<file path="config.mk">
export PLATFORM = sky130hd
export DESIGN_NAME = tpio_io_ctrl
export DESIGN_NICKNAME = d
export VERILOG_FILES = /design/src/tpio_pkg.sv /design/src/tpio_cap_unit.sv /design/src/tpio_io_ctrl.sv
export VERILOG_INCLUDE_DIRS = /design/src
export SDC_FILE = /design/constraint.sdc
export NUM_CORES = 1
export LEC_CHECK = 0
export ABC_CLOCK_PERIOD_IN_PS = 1960
export CAP_MARGIN = 30
export CELL_PAD_IN_SITES_DETAIL_PLACEMENT = 0
export CELL_PAD_IN_SITES_GLOBAL_PLACEMENT = 1
export CORE_MARGIN = 5
export CORE_UTILIZATION = 47
export DETAILED_ROUTE_END_ITERATION = 12
export DONT_BUFFER_PORTS = 1
export PLACE_DENSITY_LB_ADDON = 0.1
export SLEW_MARGIN = 10
export SYNTH_ARGS = -nofsm -noshare
export SYNTH_HDL_FRONTEND = slang
export SYNTH_HIERARCHICAL = 1
export SYNTH_SLANG_ARGS = --single-unit
</file>
<file path="constraint.sdc">
create_clock -name MCLK -period 1.96 [get_ports MCLK]
set_input_delay 0.196 -clock MCLK [delete_from_list [all_inputs] [get_ports MCLK]]
set_output_delay 0.196 -clock MCLK [all_outputs]
set_load 0.05 [all_outputs]
</file>
<file path="src/tpio_params.svh">
`ifndef TPIO_PARAMS_SVH
`define TPIO_PARAMS_SVH

// ----------------------------------------
// register byte offsets
// ----------------------------------------
`define TPIO_OFS_IO_HI0 8'h00
`define TPIO_OFS_IO_LO0 8'h04
`define TPIO_OFS_IO_CH1 8'h08
`define TPIO_OFS_IO_CH2 8'h0C
`define TPIO_OFS_MODE0 8'h10
`define TPIO_OFS_MODE1 8'h14
`define TPIO_OFS_MODE2 8'h18
`define TPIO_OFS_START 8'h1C
`define TPIO_OFS_CAP_BASE 8'h20

// ----------------------------------------
// reset values and field layout
// ----------------------------------------
`define TPIO_IO_RESET 8'h00
`define TPIO_MODE_RESET 6'h00
`define TPIO_START_RESET 3'h0
`define TPIO_FLD_TOP 3
`define TPIO_FLD_LVL 2
`define TPIO_MODE_BFA 4
`define TPIO_MODE_BFB 5
`define TPIO_MODE_RSVD 2'h3
`define TPIO_MD_PWM1 4'h2
`define TPIO_MD_PWM2 4'h3
`define TPIO_ACT_OFF 2'h0
`define TPIO_ACT_LOW 2'h1
`define TPIO_ACT_HIGH 2'h2
`define TPIO_ACT_TOG 2'h3
`define TPIO_CW 16

`endif

</file>
<file path="src/tpio_pkg.sv">
`include "tpio_params.svh"

package tpio_pkg;

  // ----------------------------------------
  // function of one general register
  // ----------------------------------------
  typedef enum logic [2:0] {
    TPIO_FN_OFF = 3'b001,
    TPIO_FN_OC = 3'b010,
    TPIO_FN_IC = 3'b100
  } tpio_func_t;

  // ----------------------------------------
  // carriers and state
  // ----------------------------------------
  typedef struct packed {
    logic [3:0] field;
    logic en;
  } tpio_cfg_t;

  typedef struct packed {
    logic sync1;
    logic sync2;
    logic prev;
    logic hit;
    logic cap_stb;
    logic [15:0] cap_val;
  } tpio_cap_t;

  typedef struct packed {
    logic [3:0][7:0] io;
    logic [2:0][5:0] mode;
    logic [2:0] run;
    logic [7:0] pin_out;
    logic [7:0] pin_oe;
    logic ack;
    logic [31:0] rdat;
  } tpio_regs_t;

endpackage

</file>
<file path="src/tpio_cap_unit.sv">
`timescale 1ns/1ps
`include "tpio_params.svh"

module tpio_cap_unit (
  input wire logic clk,
  input wire logic rst_n,
  input wire logic pin_in,
  input tpio_pkg::tpio_cfg_t cfg,
  input wire logic [15:0] count,
  output logic cap_stb,
  output logic [15:0] cap_val
);

  tpio_pkg::tpio_cap_t st;
  tpio_pkg::tpio_cap_t next_st;
  tpio_pkg::tpio_func_t fn;
  logic rise;
  logic fall;
  logic qual;

  // ----------------------------------------
  // edge qualification
  // ----------------------------------------
  always_comb begin
    if (!cfg.en) begin
      fn = tpio_pkg::TPIO_FN_OFF;
    end else if (!cfg.field[`TPIO_FLD_TOP]) begin
      fn = tpio_pkg::TPIO_FN_OC;
    end else if (cfg.field[`TPIO_FLD_LVL]) begin
      fn = tpio_pkg::TPIO_FN_OFF;
    end else begin
      fn = tpio_pkg::TPIO_FN_IC;
    end
    rise = st.sync2 & ~st.prev;
    fall = ~st.sync2 & st.prev;
    if (cfg.field[1]) begin
      qual = rise | fall;
    end else if (cfg.field[0]) begin
      qual = fall;
    end else begin
      qual = rise;
    end
    next_st = st;
    next_st.sync1 = pin_in;
    next_st.sync2 = st.sync1;
    next_st.prev = st.sync2;
    next_st.hit = qual && (fn == tpio_pkg::TPIO_FN_IC);
    // a config change after the edge must not let a late strobe out
    next_st.cap_stb = st.hit && (fn == tpio_pkg::TPIO_FN_IC);
    if (st.hit && fn == tpio_pkg::TPIO_FN_IC) begin
      next_st.cap_val = count;
    end
  end

  always_ff @(posedge clk or negedge rst_n) begin
    if (!rst_n) begin
      st <= '0;
    end else begin
      st <= next_st;
    end
  end

  assign cap_stb = st.cap_stb;
  assign cap_val = st.cap_val;

  capture_lat_a: assert property (@(posedge clk) disable iff (!rst_n)
    (st.hit && fn == tpio_pkg::TPIO_FN_IC) |=> (cap_stb && cap_val == $past(count)))
    else $error("capture not recorded one cycle after edge");

  rise_hit_a: assert property (@(posedge clk) disable iff (!rst_n)
    (cfg.en && cfg.field == 4'h8 && st.sync2 && !st.prev) |=> st.hit)
    else $error("rising edge not taken");

endmodule

</file>
<file path="src/tpio_io_ctrl.sv">
`timescale 1ns/1ps
`include "tpio_params.svh"

// How it works
// - channel 0 has a high and a low control register, channels 1 and 2 one each.
// - each 8-bit control register holds a B/D field in bits 7:4 and A/C in 3:0, RW, reset 0.
// - the channel mode setting (PWM, buffering) changes how the fields act.
// - the initial pin level is applied while the channel's run bit is 0, and at counter clear in PWM mode 2.
// - in PWM mode 2 the field level is driven onto the pin when the counter clears.
// - a C or D register used as buffer has its field ignored: no capture, no compare.
// - top bit 0 selects output compare, bit 2 is the initial level.
// - compare action bits 1:0: 00 no output, 01 low, 10 high, 11 toggle.
// - top bit 1 with bit 2 clear captures on rise, fall or both; bit 2 set is prohibited.
// - capture samples the pin of the same register and records the counter value.
// - buffer bit A pairs A with C, buffer bit B pairs B with D.
module tpio_io_ctrl #(
  parameter int CW = `TPIO_CW
) (
  input wire logic MCLK,
  input wire logic RST_N,
  input wire logic WB_CYC_I,
  input wire logic WB_STB_I,
  input wire logic WB_WE_I,
  input wire logic [7:0] WB_ADR_I,
  input wire logic [3:0] WB_SEL_I,
  input wire logic [31:0] WB_DAT_I,
  output logic [31:0] WB_DAT_O,
  output logic WB_ACK_O,
  input wire logic [15:0] COUNT_CH0,
  input wire logic [15:0] COUNT_CH1,
  input wire logic [15:0] COUNT_CH2,
  input wire logic [7:0] CMP_MATCH,
  input wire logic [2:0] CNT_CLEAR,
  input wire logic [7:0] PIN_IN,
  output logic [7:0] PIN_OUT,
  output logic [7:0] PIN_OE,
  output logic [7:0] CAP_STB
);

  // ----------------------------------------
  // elaboration check
  // ----------------------------------------
  generate
    if (CW != 16) begin : g_bad_cw
      $error("counter width must be 16");
    end
  endgenerate

  tpio_pkg::tpio_regs_t st;
  tpio_pkg::tpio_regs_t next_st;

  logic [2:0][15:0] count;
  logic [7:0][3:0] fld;
  logic [7:0][15:0] cap_val;
  logic [7:0] inval;
  logic [7:0] run_k;
  logic [7:0] pwm1_k;
  logic [7:0] pwm2_k;
  logic [7:0] clr_k;
  logic bus_req;
  logic wr_lane;

  assign count[0] = COUNT_CH0;
  assign count[1] = COUNT_CH1;
  assign count[2] = COUNT_CH2;

  // ----------------------------------------
  // per register decode and capture units
  // ----------------------------------------
  // unit k: 0..3 are A,B,C,D of channel 0, 4,5 channel 1, 6,7 channel 2
  generate
    for (genvar k = 0; k < 8; k++) begin : g_unit
      localparam int CH = (k < 4) ? 0 : ((k < 6) ? 1 : 2);
      tpio_pkg::tpio_cfg_t cfg;

      assign fld[k] = st.io[k / 2][4 * (k % 2) +: 4];
      assign run_k[k] = st.run[CH];
      assign pwm1_k[k] = (st.mode[CH][3:0] == `TPIO_MD_PWM1);
      assign pwm2_k[k] = (st.mode[CH][3:0] == `TPIO_MD_PWM2);
      assign clr_k[k] = CNT_CLEAR[CH];
      if (k == 2) begin : g_buf_c
        assign inval[k] = st.mode[0][`TPIO_MODE_BFA];
      end else if (k == 3) begin : g_buf_d
        assign inval[k] = st.mode[0][`TPIO_MODE_BFB];
      end else begin : g_buf_none
        assign inval[k] = 1'b0;
      end
      // no capture in PWM modes, the pins are outputs there
      assign cfg = {fld[k], !inval[k] && !pwm1_k[k] && !pwm2_k[k]};

      tpio_cap_unit u_cap (
        .clk(MCLK),
        .rst_n(RST_N),
        .pin_in(PIN_IN[k]),
        .cfg(cfg),
        .count(count[CH]),
        .cap_stb(CAP_STB[k]),
        .cap_val(cap_val[k])
      );

      init_level_a: assert property (@(posedge MCLK) disable iff (!RST_N)
        (!run_k[k] && !fld[k][`TPIO_FLD_TOP] && !inval[k])
          |=> (PIN_OUT[k] == $past(fld[k][`TPIO_FLD_LVL])))
        else $error("initial level not applied while stopped");

      match_low_a: assert property (@(posedge MCLK) disable iff (!RST_N)
        (run_k[k] && !pwm1_k[k] && !fld[k][`TPIO_FLD_TOP] && !inval[k] && CMP_MATCH[k]
          && fld[k][1:0] == `TPIO_ACT_LOW && !(pwm2_k[k] && clr_k[k]))
          |=> !PIN_OUT[k])
        else $error("compare match did not drive low");

      match_toggle_a: assert property (@(posedge MCLK) disable iff (!RST_N)
        (run_k[k] && !pwm1_k[k] && !fld[k][`TPIO_FLD_TOP] && !inval[k] && CMP_MATCH[k]
          && fld[k][1:0] == `TPIO_ACT_TOG && !(pwm2_k[k] && clr_k[k]))
          |=> (PIN_OUT[k] != $past(PIN_OUT[k])))
        else $error("compare match did not toggle");

      pwm2_clear_a: assert property (@(posedge MCLK) disable iff (!RST_N)
        (run_k[k] && pwm2_k[k] && clr_k[k] && !fld[k][`TPIO_FLD_TOP] && !inval[k])
          |=> (PIN_OUT[k] == $past(fld[k][`TPIO_FLD_LVL])))
        else $error("clear level not applied in pwm mode 2");

      buffer_off_a: assert property (@(posedge MCLK) disable iff (!RST_N)
        inval[k] |=> (!PIN_OE[k] && !CAP_STB[k]))
        else $error("buffer register still active");

      prohibited_a: assert property (@(posedge MCLK) disable iff (!RST_N)
        (fld[k][3:2] == 2'h3) |=> (!PIN_OE[k] && !CAP_STB[k]))
        else $error("prohibited code not idle");

      oe_off_a: assert property (@(posedge MCLK) disable iff (!RST_N)
        (!fld[k][`TPIO_FLD_TOP] && !inval[k] && !pwm1_k[k])
          |=> (PIN_OE[k] == ($past(fld[k][1:0]) != `TPIO_ACT_OFF)))
        else $error("output enable does not follow action bits");
    end
  endgenerate

  // ----------------------------------------
  // next state
  // ----------------------------------------
  assign bus_req = WB_CYC_I && WB_STB_I && !st.ack;
  assign wr_lane = bus_req && WB_WE_I && WB_SEL_I[0];

  always_comb begin
    logic [1:0] act;
    logic lvl;
    logic oc;
    int p;
    act = `TPIO_ACT_OFF;
    lvl = 1'b0;
    oc = 1'b0;
    p = 0;
    next_st = st;

    // pin drivers
    for (int k = 0; k < 8; k++) begin
      p = k ^ 1;
      act = fld[k][1:0];
      lvl = fld[k][`TPIO_FLD_LVL];
      oc = !fld[k][`TPIO_FLD_TOP] && !inval[k];
      if (!oc) begin
        // capture, prohibited or buffer: pin left undriven
        next_st.pin_oe[k] = 1'b0;
      end else if (pwm1_k[k] && k[0]) begin
        // pwm mode 1: the B/D pin gives way to its A/C partner
        next_st.pin_oe[k] = 1'b0;
        next_st.pin_out[k] = lvl;
      end else begin
        next_st.pin_oe[k] = (act != `TPIO_ACT_OFF);
        if (!run_k[k]) begin
          next_st.pin_out[k] = lvl;
        end else if (pwm2_k[k] && clr_k[k]) begin
          next_st.pin_out[k] = lvl;
        end else if (CMP_MATCH[k]) begin
          case (act)
            `TPIO_ACT_LOW: begin
              next_st.pin_out[k] = 1'b0;
            end
            `TPIO_ACT_HIGH: begin
              next_st.pin_out[k] = 1'b1;
            end
            `TPIO_ACT_TOG: begin
              next_st.pin_out[k] = ~st.pin_out[k];
            end
            default: begin
              next_st.pin_out[k] = st.pin_out[k];
            end
          endcase
        end else if (pwm1_k[k] && CMP_MATCH[p] && !inval[p]) begin
          // partner match ends the pulse with the partner's action
          case (fld[p][1:0])
            `TPIO_ACT_LOW: begin
              next_st.pin_out[k] = 1'b0;
            end
            `TPIO_ACT_HIGH: begin
              next_st.pin_out[k] = 1'b1;
            end
            `TPIO_ACT_TOG: begin
              next_st.pin_out[k] = ~st.pin_out[k];
            end
            default: begin
              next_st.pin_out[k] = st.pin_out[k];
            end
          endcase
        end
      end
    end

    // bus slave: answer one cycle after the strobe, then drop
    next_st.ack = bus_req;
    if (bus_req) begin
      next_st.rdat = 32'h0000_0000;
      if (WB_ADR_I == `TPIO_OFS_IO_HI0) begin
        next_st.rdat[7:0] = st.io[0];
        if (wr_lane) begin
          next_st.io[0] = WB_DAT_I[7:0];
        end
      end else if (WB_ADR_I == `TPIO_OFS_IO_LO0) begin
        next_st.rdat[7:0] = st.io[1];
        if (wr_lane) begin
          next_st.io[1] = WB_DAT_I[7:0];
        end
      end else if (WB_ADR_I == `TPIO_OFS_IO_CH1) begin
        next_st.rdat[7:0] = st.io[2];
        if (wr_lane) begin
          next_st.io[2] = WB_DAT_I[7:0];
        end
      end else if (WB_ADR_I == `TPIO_OFS_IO_CH2) begin
        next_st.rdat[7:0] = st.io[3];
        if (wr_lane) begin
          next_st.io[3] = WB_DAT_I[7:0];
        end
      end else if (WB_ADR_I == `TPIO_OFS_MODE0) begin
        next_st.rdat[7:0] = {`TPIO_MODE_RSVD, st.mode[0]};
        if (wr_lane) begin
          next_st.mode[0] = WB_DAT_I[5:0];
        end
      end else if (WB_ADR_I == `TPIO_OFS_MODE1) begin
        // no C or D here, so the buffer bits stay zero
        next_st.rdat[7:0] = {`TPIO_MODE_RSVD, st.mode[1]};
        if (wr_lane) begin
          next_st.mode[1] = {2'h0, WB_DAT_I[3:0]};
        end
      end else if (WB_ADR_I == `TPIO_OFS_MODE2) begin
        next_st.rdat[7:0] = {`TPIO_MODE_RSVD, st.mode[2]};
        if (wr_lane) begin
          next_st.mode[2] = {2'h0, WB_DAT_I[3:0]};
        end
      end else if (WB_ADR_I == `TPIO_OFS_START) begin
        next_st.rdat[2:0] = st.run;
        if (wr_lane) begin
          next_st.run = WB_DAT_I[2:0];
        end
      end else if (WB_ADR_I[7:5] == 3'(`TPIO_OFS_CAP_BASE >> 5) && WB_ADR_I[1:0] == 2'h0) begin
        // capture values are read only
        next_st.rdat[15:0] = cap_val[WB_ADR_I[4:2]];
      end else begin
        next_st.rdat = 32'h0000_0000;
      end
    end
  end

  // ----------------------------------------
  // state register
  // ----------------------------------------
  always_ff @(posedge MCLK or negedge RST_N) begin
    if (!RST_N) begin
      st <= '0;
    end else begin
      st <= next_st;
    end
  end

  assign WB_DAT_O = st.rdat;
  assign WB_ACK_O = st.ack;
  assign PIN_OUT = st.pin_out;
  assign PIN_OE = st.pin_oe;

  // ----------------------------------------
  // bus and register checks
  // ----------------------------------------
  wb_ack_a: assert property (@(posedge MCLK) disable iff (!RST_N)
    (WB_CYC_I && WB_STB_I && !WB_ACK_O) |=> (WB_ACK_O ##1 !WB_ACK_O))
    else $error("ack not single cycle after strobe");

  io_write_a: assert property (@(posedge MCLK) disable iff (!RST_N)
    (WB_CYC_I && WB_STB_I && !WB_ACK_O && WB_WE_I && WB_SEL_I[0]
      && WB_ADR_I == `TPIO_OFS_IO_LO0) |=> (st.io[1] == $past(WB_DAT_I[7:0])))
    else $error("control register write lost");

  buf_pair_a: assert property (@(posedge MCLK) disable iff (!RST_N)
    (st.mode[0][`TPIO_MODE_BFB] |-> inval[3]) and (!st.mode[0][`TPIO_MODE_BFA] |-> !inval[2]))
    else $error("buffer pairing wrong");

endmodule

</file>
==> results of run 1 <==
[area by class of cell]
cell class,count,area (um2)
diodes,1,2.50
inverters,41,154
repair buffers,112,1140
well taps,378,473
clock buffers,40,867
multi-input cells,550,5490
clock inverters,11,113
fillers,2394,13400
flip-flops and latches,250,6260
[worst register-to-register path, stage by stage, from the launching register on]
cell and delay, ns:
sky130_fd_sc_hd__dfrtp_2 0.39, sky130_fd_sc_hd__nand3b_1 0.25, sky130_fd_sc_hd__inv_2 0.15, sky130_fd_sc_hd__nand3_4 0.14, sky130_fd_sc_hd__nor2_4 0.12, sky130_fd_sc_hd__nor4b_4 0.34, sky130_fd_sc_hd__mux2_2 0.38
[cells by family after synthesis]
kind of cell / Yosys count / share of synthesized area
muxes: 233 / 0.243
and+or+nand+nor: 154 / 0.0743
AOI/OAI and AO/OA: 120 / 0.0602
DFF: 250 / 0.470
adders and majority gates: 27 / 0.0254
other: 1 / 0.000281
buffers and inverters: 249 / 0.127
[report_power, final]
| part | internal [mW] | switching, mW |
|---|---|---|
| clock network | 3.32 | 2.13 |
| registers | 5.35 | 0.208 |
| logic | 0.444 | 0.356 |
[timing repair]
action / in CTS / in global routing
pin swaps: 0 / 0
endpoints found under the hold margin: 444 / 250
setup buffers: 0 / 0
resized for setup: 3 / 7
endpoints found under the setup margin: 9 / 49
cloned: 0 / 0
[path summary, 6_finish.rpt]
kind | from | slack, ns | depth (start not counted) | end
hold / removal | RST_N | -0.65 | 0 | g_unit[5].u_cap/cap_stb
setup reg to reg | WB_ACK_O | 0.07 | 6 | st[64]
hold reg to reg | g_unit[1].u_cap/next_st[19] | 0.35 | 0 | g_unit[1].u_cap/next_st[18]
max in group asynchronous | RST_N | 2.09 | 0 | WB_ACK_O
setup / recovery | WB_ACK_O | 0.07 | 6 | st[64]
min in group MCLK | WB_ADR_I[2] | 0.03 | 3 | WB_DAT_O[0]
[layer usage]
| layer | vias up | global-route usage |
|---|---|---|
| li1 | 3369 | - |
| met1 | 3903 | 0.270 |
| met2 | 183 | 0.328 |
| met3 | 44 | 0.0358 |
| met4 | 2 | 0.0406 |
| met5 | - | 0 |
[registers in the layout, summed over array words and instances, names as in the netlist, 2 cells and up]
register and flops:
g_unit.u_cap/cap_stb 8, WB_DAT_O 16, g_unit.u_cap/st 16, g_unit.u_cap/cap_val 128
PIN_OUT 8, st 12, g_unit.u_cap/next_st 16, fld 32
inval 2, PIN_OE 8, run_k 3
[layout by cell type (no fill, tap or decap), drive strengths merged, types with 16 or more instances in the layout]
cell and instances:
a21oi 22, buf 39, clkbuf 40, conb 16
dfrtp 250, dlygate4sd3 73, ha 27, inv 39
mux2 190, mux4 32, nand2 51, nor2 26
nor2b 20, o21ai 32
[per-stage QoR]
stage | total power [mW] | util | instances | setup WS (ns) | setup TNS, ns
2_1_floorplan | 6.41 | - | 1049 | 0.0185 | 0
5_1_grt | 12.3 | 0.520 | 1383 | -0.00409 | -0.00796
3_3_place_gp | 6.25 | 0.457 | 1258 | 0.0388 | 0
4_1_cts | 12.0 | 0.519 | 1382 | 0.00255 | 0
3_5_place_dp | 6.28 | 0.457 | 1258 | -0.000778 | -0.00144
6_report | 11.8 | 0.520 | 1383 | 0.0726 | 0
==> flow_metrics.tcl, run 1 <==
set metrics [dict create \
    critPathLaunchType "flop" \
    routed-wl-met3_um 1600 \
    relSlewSlack 0.619 \
    synth_enable_flop_cells 0 \
    detailed_place_hpwl_um 21200 \
    number_of_buffers_between_clock_root_and_the_deepest_sink 3 \
    end_kind "flop" \
    violations "negative hold slack" \
    tritoncts_clock_tree "yes" \
    drt_iter0_drc 415 \
    avg_vias_per_cell 5.42 \
    grt_start_max_net_pins 251 \
    postSynthAreaPerCell_um2 12.9 \
    timing.clock.skew_ns 0.0110 \
    critPathMaxFanout 4 \
    route.final.wire_length_um 31000 \
    clock_insertion_delay_worst_skew_ns 0.54 \
    drtPass1Iterations 5 \
    critPathSlowestCell "sky130_fd_sc_hd__dfrtp_2" \
    first_global_vias 8108 \
    routed-via-count 7501 \
    die_area_mm2 0.0318 \
    hold_violations 250 \
    setup_repair_after_global_routing_missed_its_margin "yes" \
    antenna_violating_nets_post_route 0 \
    cts.htree.levels 1 \
    final-setup-viol-count 0 \
    met2_wirelength_um 15200 \
    clock-sinks 250 \
    synth-async-reset-ratio 1.00 \
    global_route.usage.total 0.196 \
    drc 0 \
    worst_ir_drop_vdd_mv 0.455 \
    dieWidth_um 178 \
    core.rowCount 61 \
    max_stage_delay_ns 0.39 \
    wl_met1_um 13700 \
    worstPathRequired_ns 2.38 \
    timing_max_transition_violations_final 0 \
    maxUsedRoutingLayer "met5" \
    cellPowerDensity_mw_per_mm2 816 \
    p_leak_nw 6.64 \
    clockRootBuffer "sky130_fd_sc_hd__clkbuf_16" \
    ys_dominant_reg_cell "sky130_fd_sc_hd__dfrtp_1" \
    synth.lib_cells_used.distinct 63 \
    critical-path-top-delay-family "simple AND/OR/NAND/NOR gates" \
    coreArea_mm2 0.0279 \
    port_buffers 0 \
    fmaxAchievable_mhz 530 \
    design_area_mm2 0.0145 \
    numCtsBuffers 29 \
    nNetsFinal 1127 \
    yosys_warnings 6 \
    worstPathCellList "nand3b_1 -> inv_2 -> nand3_4 -> nor2_4 -> nor4b_4 -> mux2_2" \
    synthTopCellsByCount "sky130_fd_sc_hd__dfrtp_1, sky130_fd_sc_hd__buf_4, sky130_fd_sc_hd__mux2_2" \
    post-synth-top-count-cell "sky130_fd_sc_hd__dfrtp_1" \
    routedWlPerCell_um 22.4 \
    netlist_top_cells_area "sky130_fd_sc_hd__dfrtp_1, sky130_fd_sc_hd__buf_4, sky130_fd_sc_hd__mux2_2" \
    fin_hold_ws_ns -0.650 \
    status "complete, but fails checks" \
    chipHeight_um 178 \
    syn_inst 1034 \
    grt_overflow_total 0 \
    share_of_synthesized_area_occupied_by_flip_flops_and_latches 0.470 \
    timing.setup.critical_path_class "reg2reg" \
    hold_path_class "in2async" \
    worst-endpoint-arrival_ns 2.31 \
    io-pin-count 173 \
    post_dp_cell_area_mm2 0.0127 \
    final_layout_size_suffix_gt1_frac 0.338 \
    cts_hold_buffers 73 \
    synth.largest_area_cell "sky130_fd_sc_hd__dfrtp_1" \
    worst_setup_hold_path_clk_slew_ns 0.06 \
    synth.ff_latch_count 250 \
    area_growth_pct 8.76 \
    max_capacitance_violation_count 0 \
    crit_buf_inv 1 \
    gp_congestion 0.825 \
    synth_largest_type_area_fraction 0.470 \
    synthesis.area_mm2 0.0133 \
    floorplan.initialDensity 0.478 \
    tightestPinTransition_ns 0.572 \
    timing.final.crit_period_ns 1.89 \
    min_period_over_period 0.963 \
    grt_first_pass_wirelength_um 48400 \
    antenna_found_initial 2 \
]
Power figures use the tool's default switching activity.
==> inputs of run 2 (changes only) <==
--- a/config.mk
+++ b/config.mk
@@ -6,7 +6,6 @@
 export SDC_FILE = /design/constraint.sdc
 export NUM_CORES = 1
 export LEC_CHECK = 0
-export ABC_CLOCK_PERIOD_IN_PS = 1960
 export CAP_MARGIN = 30
 export CELL_PAD_IN_SITES_DETAIL_PLACEMENT = 0
 export CELL_PAD_IN_SITES_GLOBAL_PLACEMENT = 1
==> constraint.sdc (replaced) <==
create_clock -name MCLK -period 1.6 [get_ports MCLK]
set_input_delay 0.16 -clock MCLK [delete_from_list [all_inputs] [get_ports MCLK]]
set_output_delay 0.16 -clock MCLK [all_outputs]
set_load 0.05 [all_outputs]
==> run 2 against run 1 <==
The flow finishes with violations (negative hold slack, negative setup slack); clock-buffer cell count increased by 3; critical endpoint is now fld[8]; hold slack got worse by 0.050 ns; wire length increased by 7.9%; cell area increased by 9.0%; die area unchanged; sequential share of layout area decreased by 3.6 points.
==> flow_metrics.tcl, run 2 (synthesis gave the netlist of run 1 again) <==
set metrics [dict create \
    routed-via-count 7941 \
    p_leak_nw 7.75 \
    global_route.usage.total 0.210 \
    routedWlPerCell_um 22.7 \
    status "complete, but fails checks" \
    worst_ir_drop_vdd_mv 0.701 \
    fin_hold_ws_ns -0.700 \
    drc 0 \
    clk_network_pwr_share 0.439 \
    setup_repair_after_global_routing_missed_its_margin "yes" \
    timing_max_transition_violations_final 0 \
    final-setup-viol-count 122 \
    nNetsFinal 1220 \
    design_area_mm2 0.0158 \
    number_of_buffers_between_clock_root_and_the_deepest_sink 3 \
    tritoncts_clock_tree "yes" \
    post_dp_cell_area_mm2 0.0132 \
    drt_iter0_drc 430 \
    worst_setup_hold_path_clk_slew_ns 0.06 \
    detailed_place_hpwl_um 21800 \
    tightestPinTransition_ns 0.623 \
    clock-sinks 250 \
    relSlewSlack 0.585 \
    cellPowerDensity_mw_per_mm2 897 \
    fmaxAchievable_mhz 552 \
    largest_register_ffs 128 \
    worst-endpoint-arrival_ns 2.26 \
    min_period_over_period 1.13 \
    grt_overflow_total 0 \
    clock_insertion_delay_worst_skew_ns 0.57 \
    drtPass1Iterations 4 \
    layout.cells.most_common_list "sky130_fd_sc_hd__dfrtp_1, sky130_fd_sc_hd__mux2_4, sky130_fd_sc_hd__buf_4" \
    layout_commonest_cell "sky130_fd_sc_hd__dfrtp_1" \
    worstPathRequired_ns 2.04 \
    first_global_vias 8532 \
    swShare 0.238 \
    floorplan.initialDensity 0.478 \
    max_capacitance_violation_count 0 \
    cts.htree.levels 1 \
    hold_path_class "in2async" \
    clockRootBuffer "sky130_fd_sc_hd__clkbuf_16" \
    coreArea_mm2 0.0279 \
    chipHeight_um 178 \
    critPathMaxFanout 8 \
    switching_power_mw 3.37 \
    dieWidth_um 178 \
    layout_setup_ws_ns -0.213 \
    die_area_mm2 0.0318 \
    antenna_found_initial 1 \
    power.combinational.fraction 0.085 \
    hold_violations 251 \
    placed_cells 1313 \
    io-pin-count 173 \
    grt_first_pass_wirelength_um 51500 \
    core.rowCount 61 \
    timing.final.crit_period_ns 1.81 \
    route.final.wire_length_um 33500 \
    antenna_violating_nets_post_route 0 \
    timing.setup.critical_path_class "reg2reg" \
    numCtsBuffers 29 \
    gp_congestion 0.863 \
    timing.clock.skew_ns 0.0173 \
    internal-power_mw 10.8 \
    end_kind "flop" \
    port_buffers 0 \
    final_cell_count_no_fill 1474 \
    critPathLaunchType "flop" \
    violations "negative hold slack, negative setup slack" \
    avg_vias_per_cell 5.39 \
    grt_start_max_net_pins 251 \
    pwr-share-seq 0.476 \
    area_growth_pct 18.6 \
    final_layout_size_suffix_gt1_frac 0.407 \
    setup_tns_ns -11.96 \
]
==> run 2: cell count changes in the layout (fill, tap and decap cells not counted), sizes merged <==
cell,before,now
buf,39,126
clkbuf,40,45
dlygate4sd3,73,77
bufinv,2,0
clkinv,8,6
clkinvlp,3,1
inv,39,40
==> run 2: critical path: stages, from the launching register on <==
cell                       delay [ns]
sky130_fd_sc_hd__dfrtp_2         0.40
sky130_fd_sc_hd__nand3b_1        0.20
sky130_fd_sc_hd__inv_2           0.11
sky130_fd_sc_hd__nand3_4         0.11
sky130_fd_sc_hd__nor3_2          0.19
sky130_fd_sc_hd__buf_4           0.17
sky130_fd_sc_hd__nand3_4         0.16
sky130_fd_sc_hd__mux2_4          0.35
==> run 2: worst paths after layout <==
kind	startpoint	to	slack, ns	cells after the start
setup / recovery	WB_ACK_O	fld[8]	-0.21	7
hold / removal	RST_N	g_unit[4].u_cap/cap_val[14]	-0.70	0
min in group MCLK	CMP_MATCH[1]	PIN_OUT[1]	-0.01	3
max in group asynchronous	RST_N	st[64]	1.76	0
setup reg to reg	WB_ACK_O	fld[8]	-0.21	7
hold reg to reg	g_unit[0].u_cap/next_st[19]	g_unit[0].u_cap/next_st[18]	0.35	0
==> run 2: layer usage <==
metal	wire, um	global-route usage	up-vias
met5	0	0	-
met4	675	0.0518	0
met3	1920	0.0462	49
met2	16000	0.339	199
met1	14900	0.291	4135
li1	-	-	3558
==> run 2: timing repair <==
action                     4_1_cts  5_1_grt
buffers inserted                19       15
hold endpoints to repair       450      254
setup endpoints to repair      151      190
cloned                          10        0
gates resized for setup         91       46
hold buffers                    76        1
pin swaps                       22       21
==> run 2: power groups by stage <==
| stage | combinational (mW) | clock (mW) | sequential [mW] |
|---|---|---|---|
| final | 1.21 | 6.22 | 6.74 |
| after detailed placement | 0.897 | 0 | 6.85 |
| after CTS | 1.18 | 6.37 | 6.74 |
| after floorplan | 1.08 | 0 | 6.78 |
| after global routing | 1.28 | 6.62 | 6.76 |
| after global placement | 0.883 | 0 | 6.83 |
==> run 2: cell type report <==
| cell class | instances | area (um2) |
|---|---|---|
| fill | 2283 | 12100 |
| sequential | 250 | 6260 |
| multi-input combinational | 550 | 5920 |
| timing repair buffer | 205 | 2100 |
| clock buffer | 43 | 838 |
| tap | 378 | 473 |
| inverter | 41 | 161 |
| clock inverter | 6 | 47.5 |
| antenna | 1 | 2.50 |
==> run 2: per-stage QoR <==
step	setup slack (ns)	power [mW]	utilization	hold slack (ns)
finish	-0.213	14.2	0.567	-0.700
global route	-0.270	14.7	0.567	-0.726
CTS	-0.176	14.3	0.561	-0.717
detailed placement	-0.221	7.75	0.474	-0.124
global placement	-0.176	7.71	0.474	-0.124
floorplan	-0.341	7.86	-	-0.136
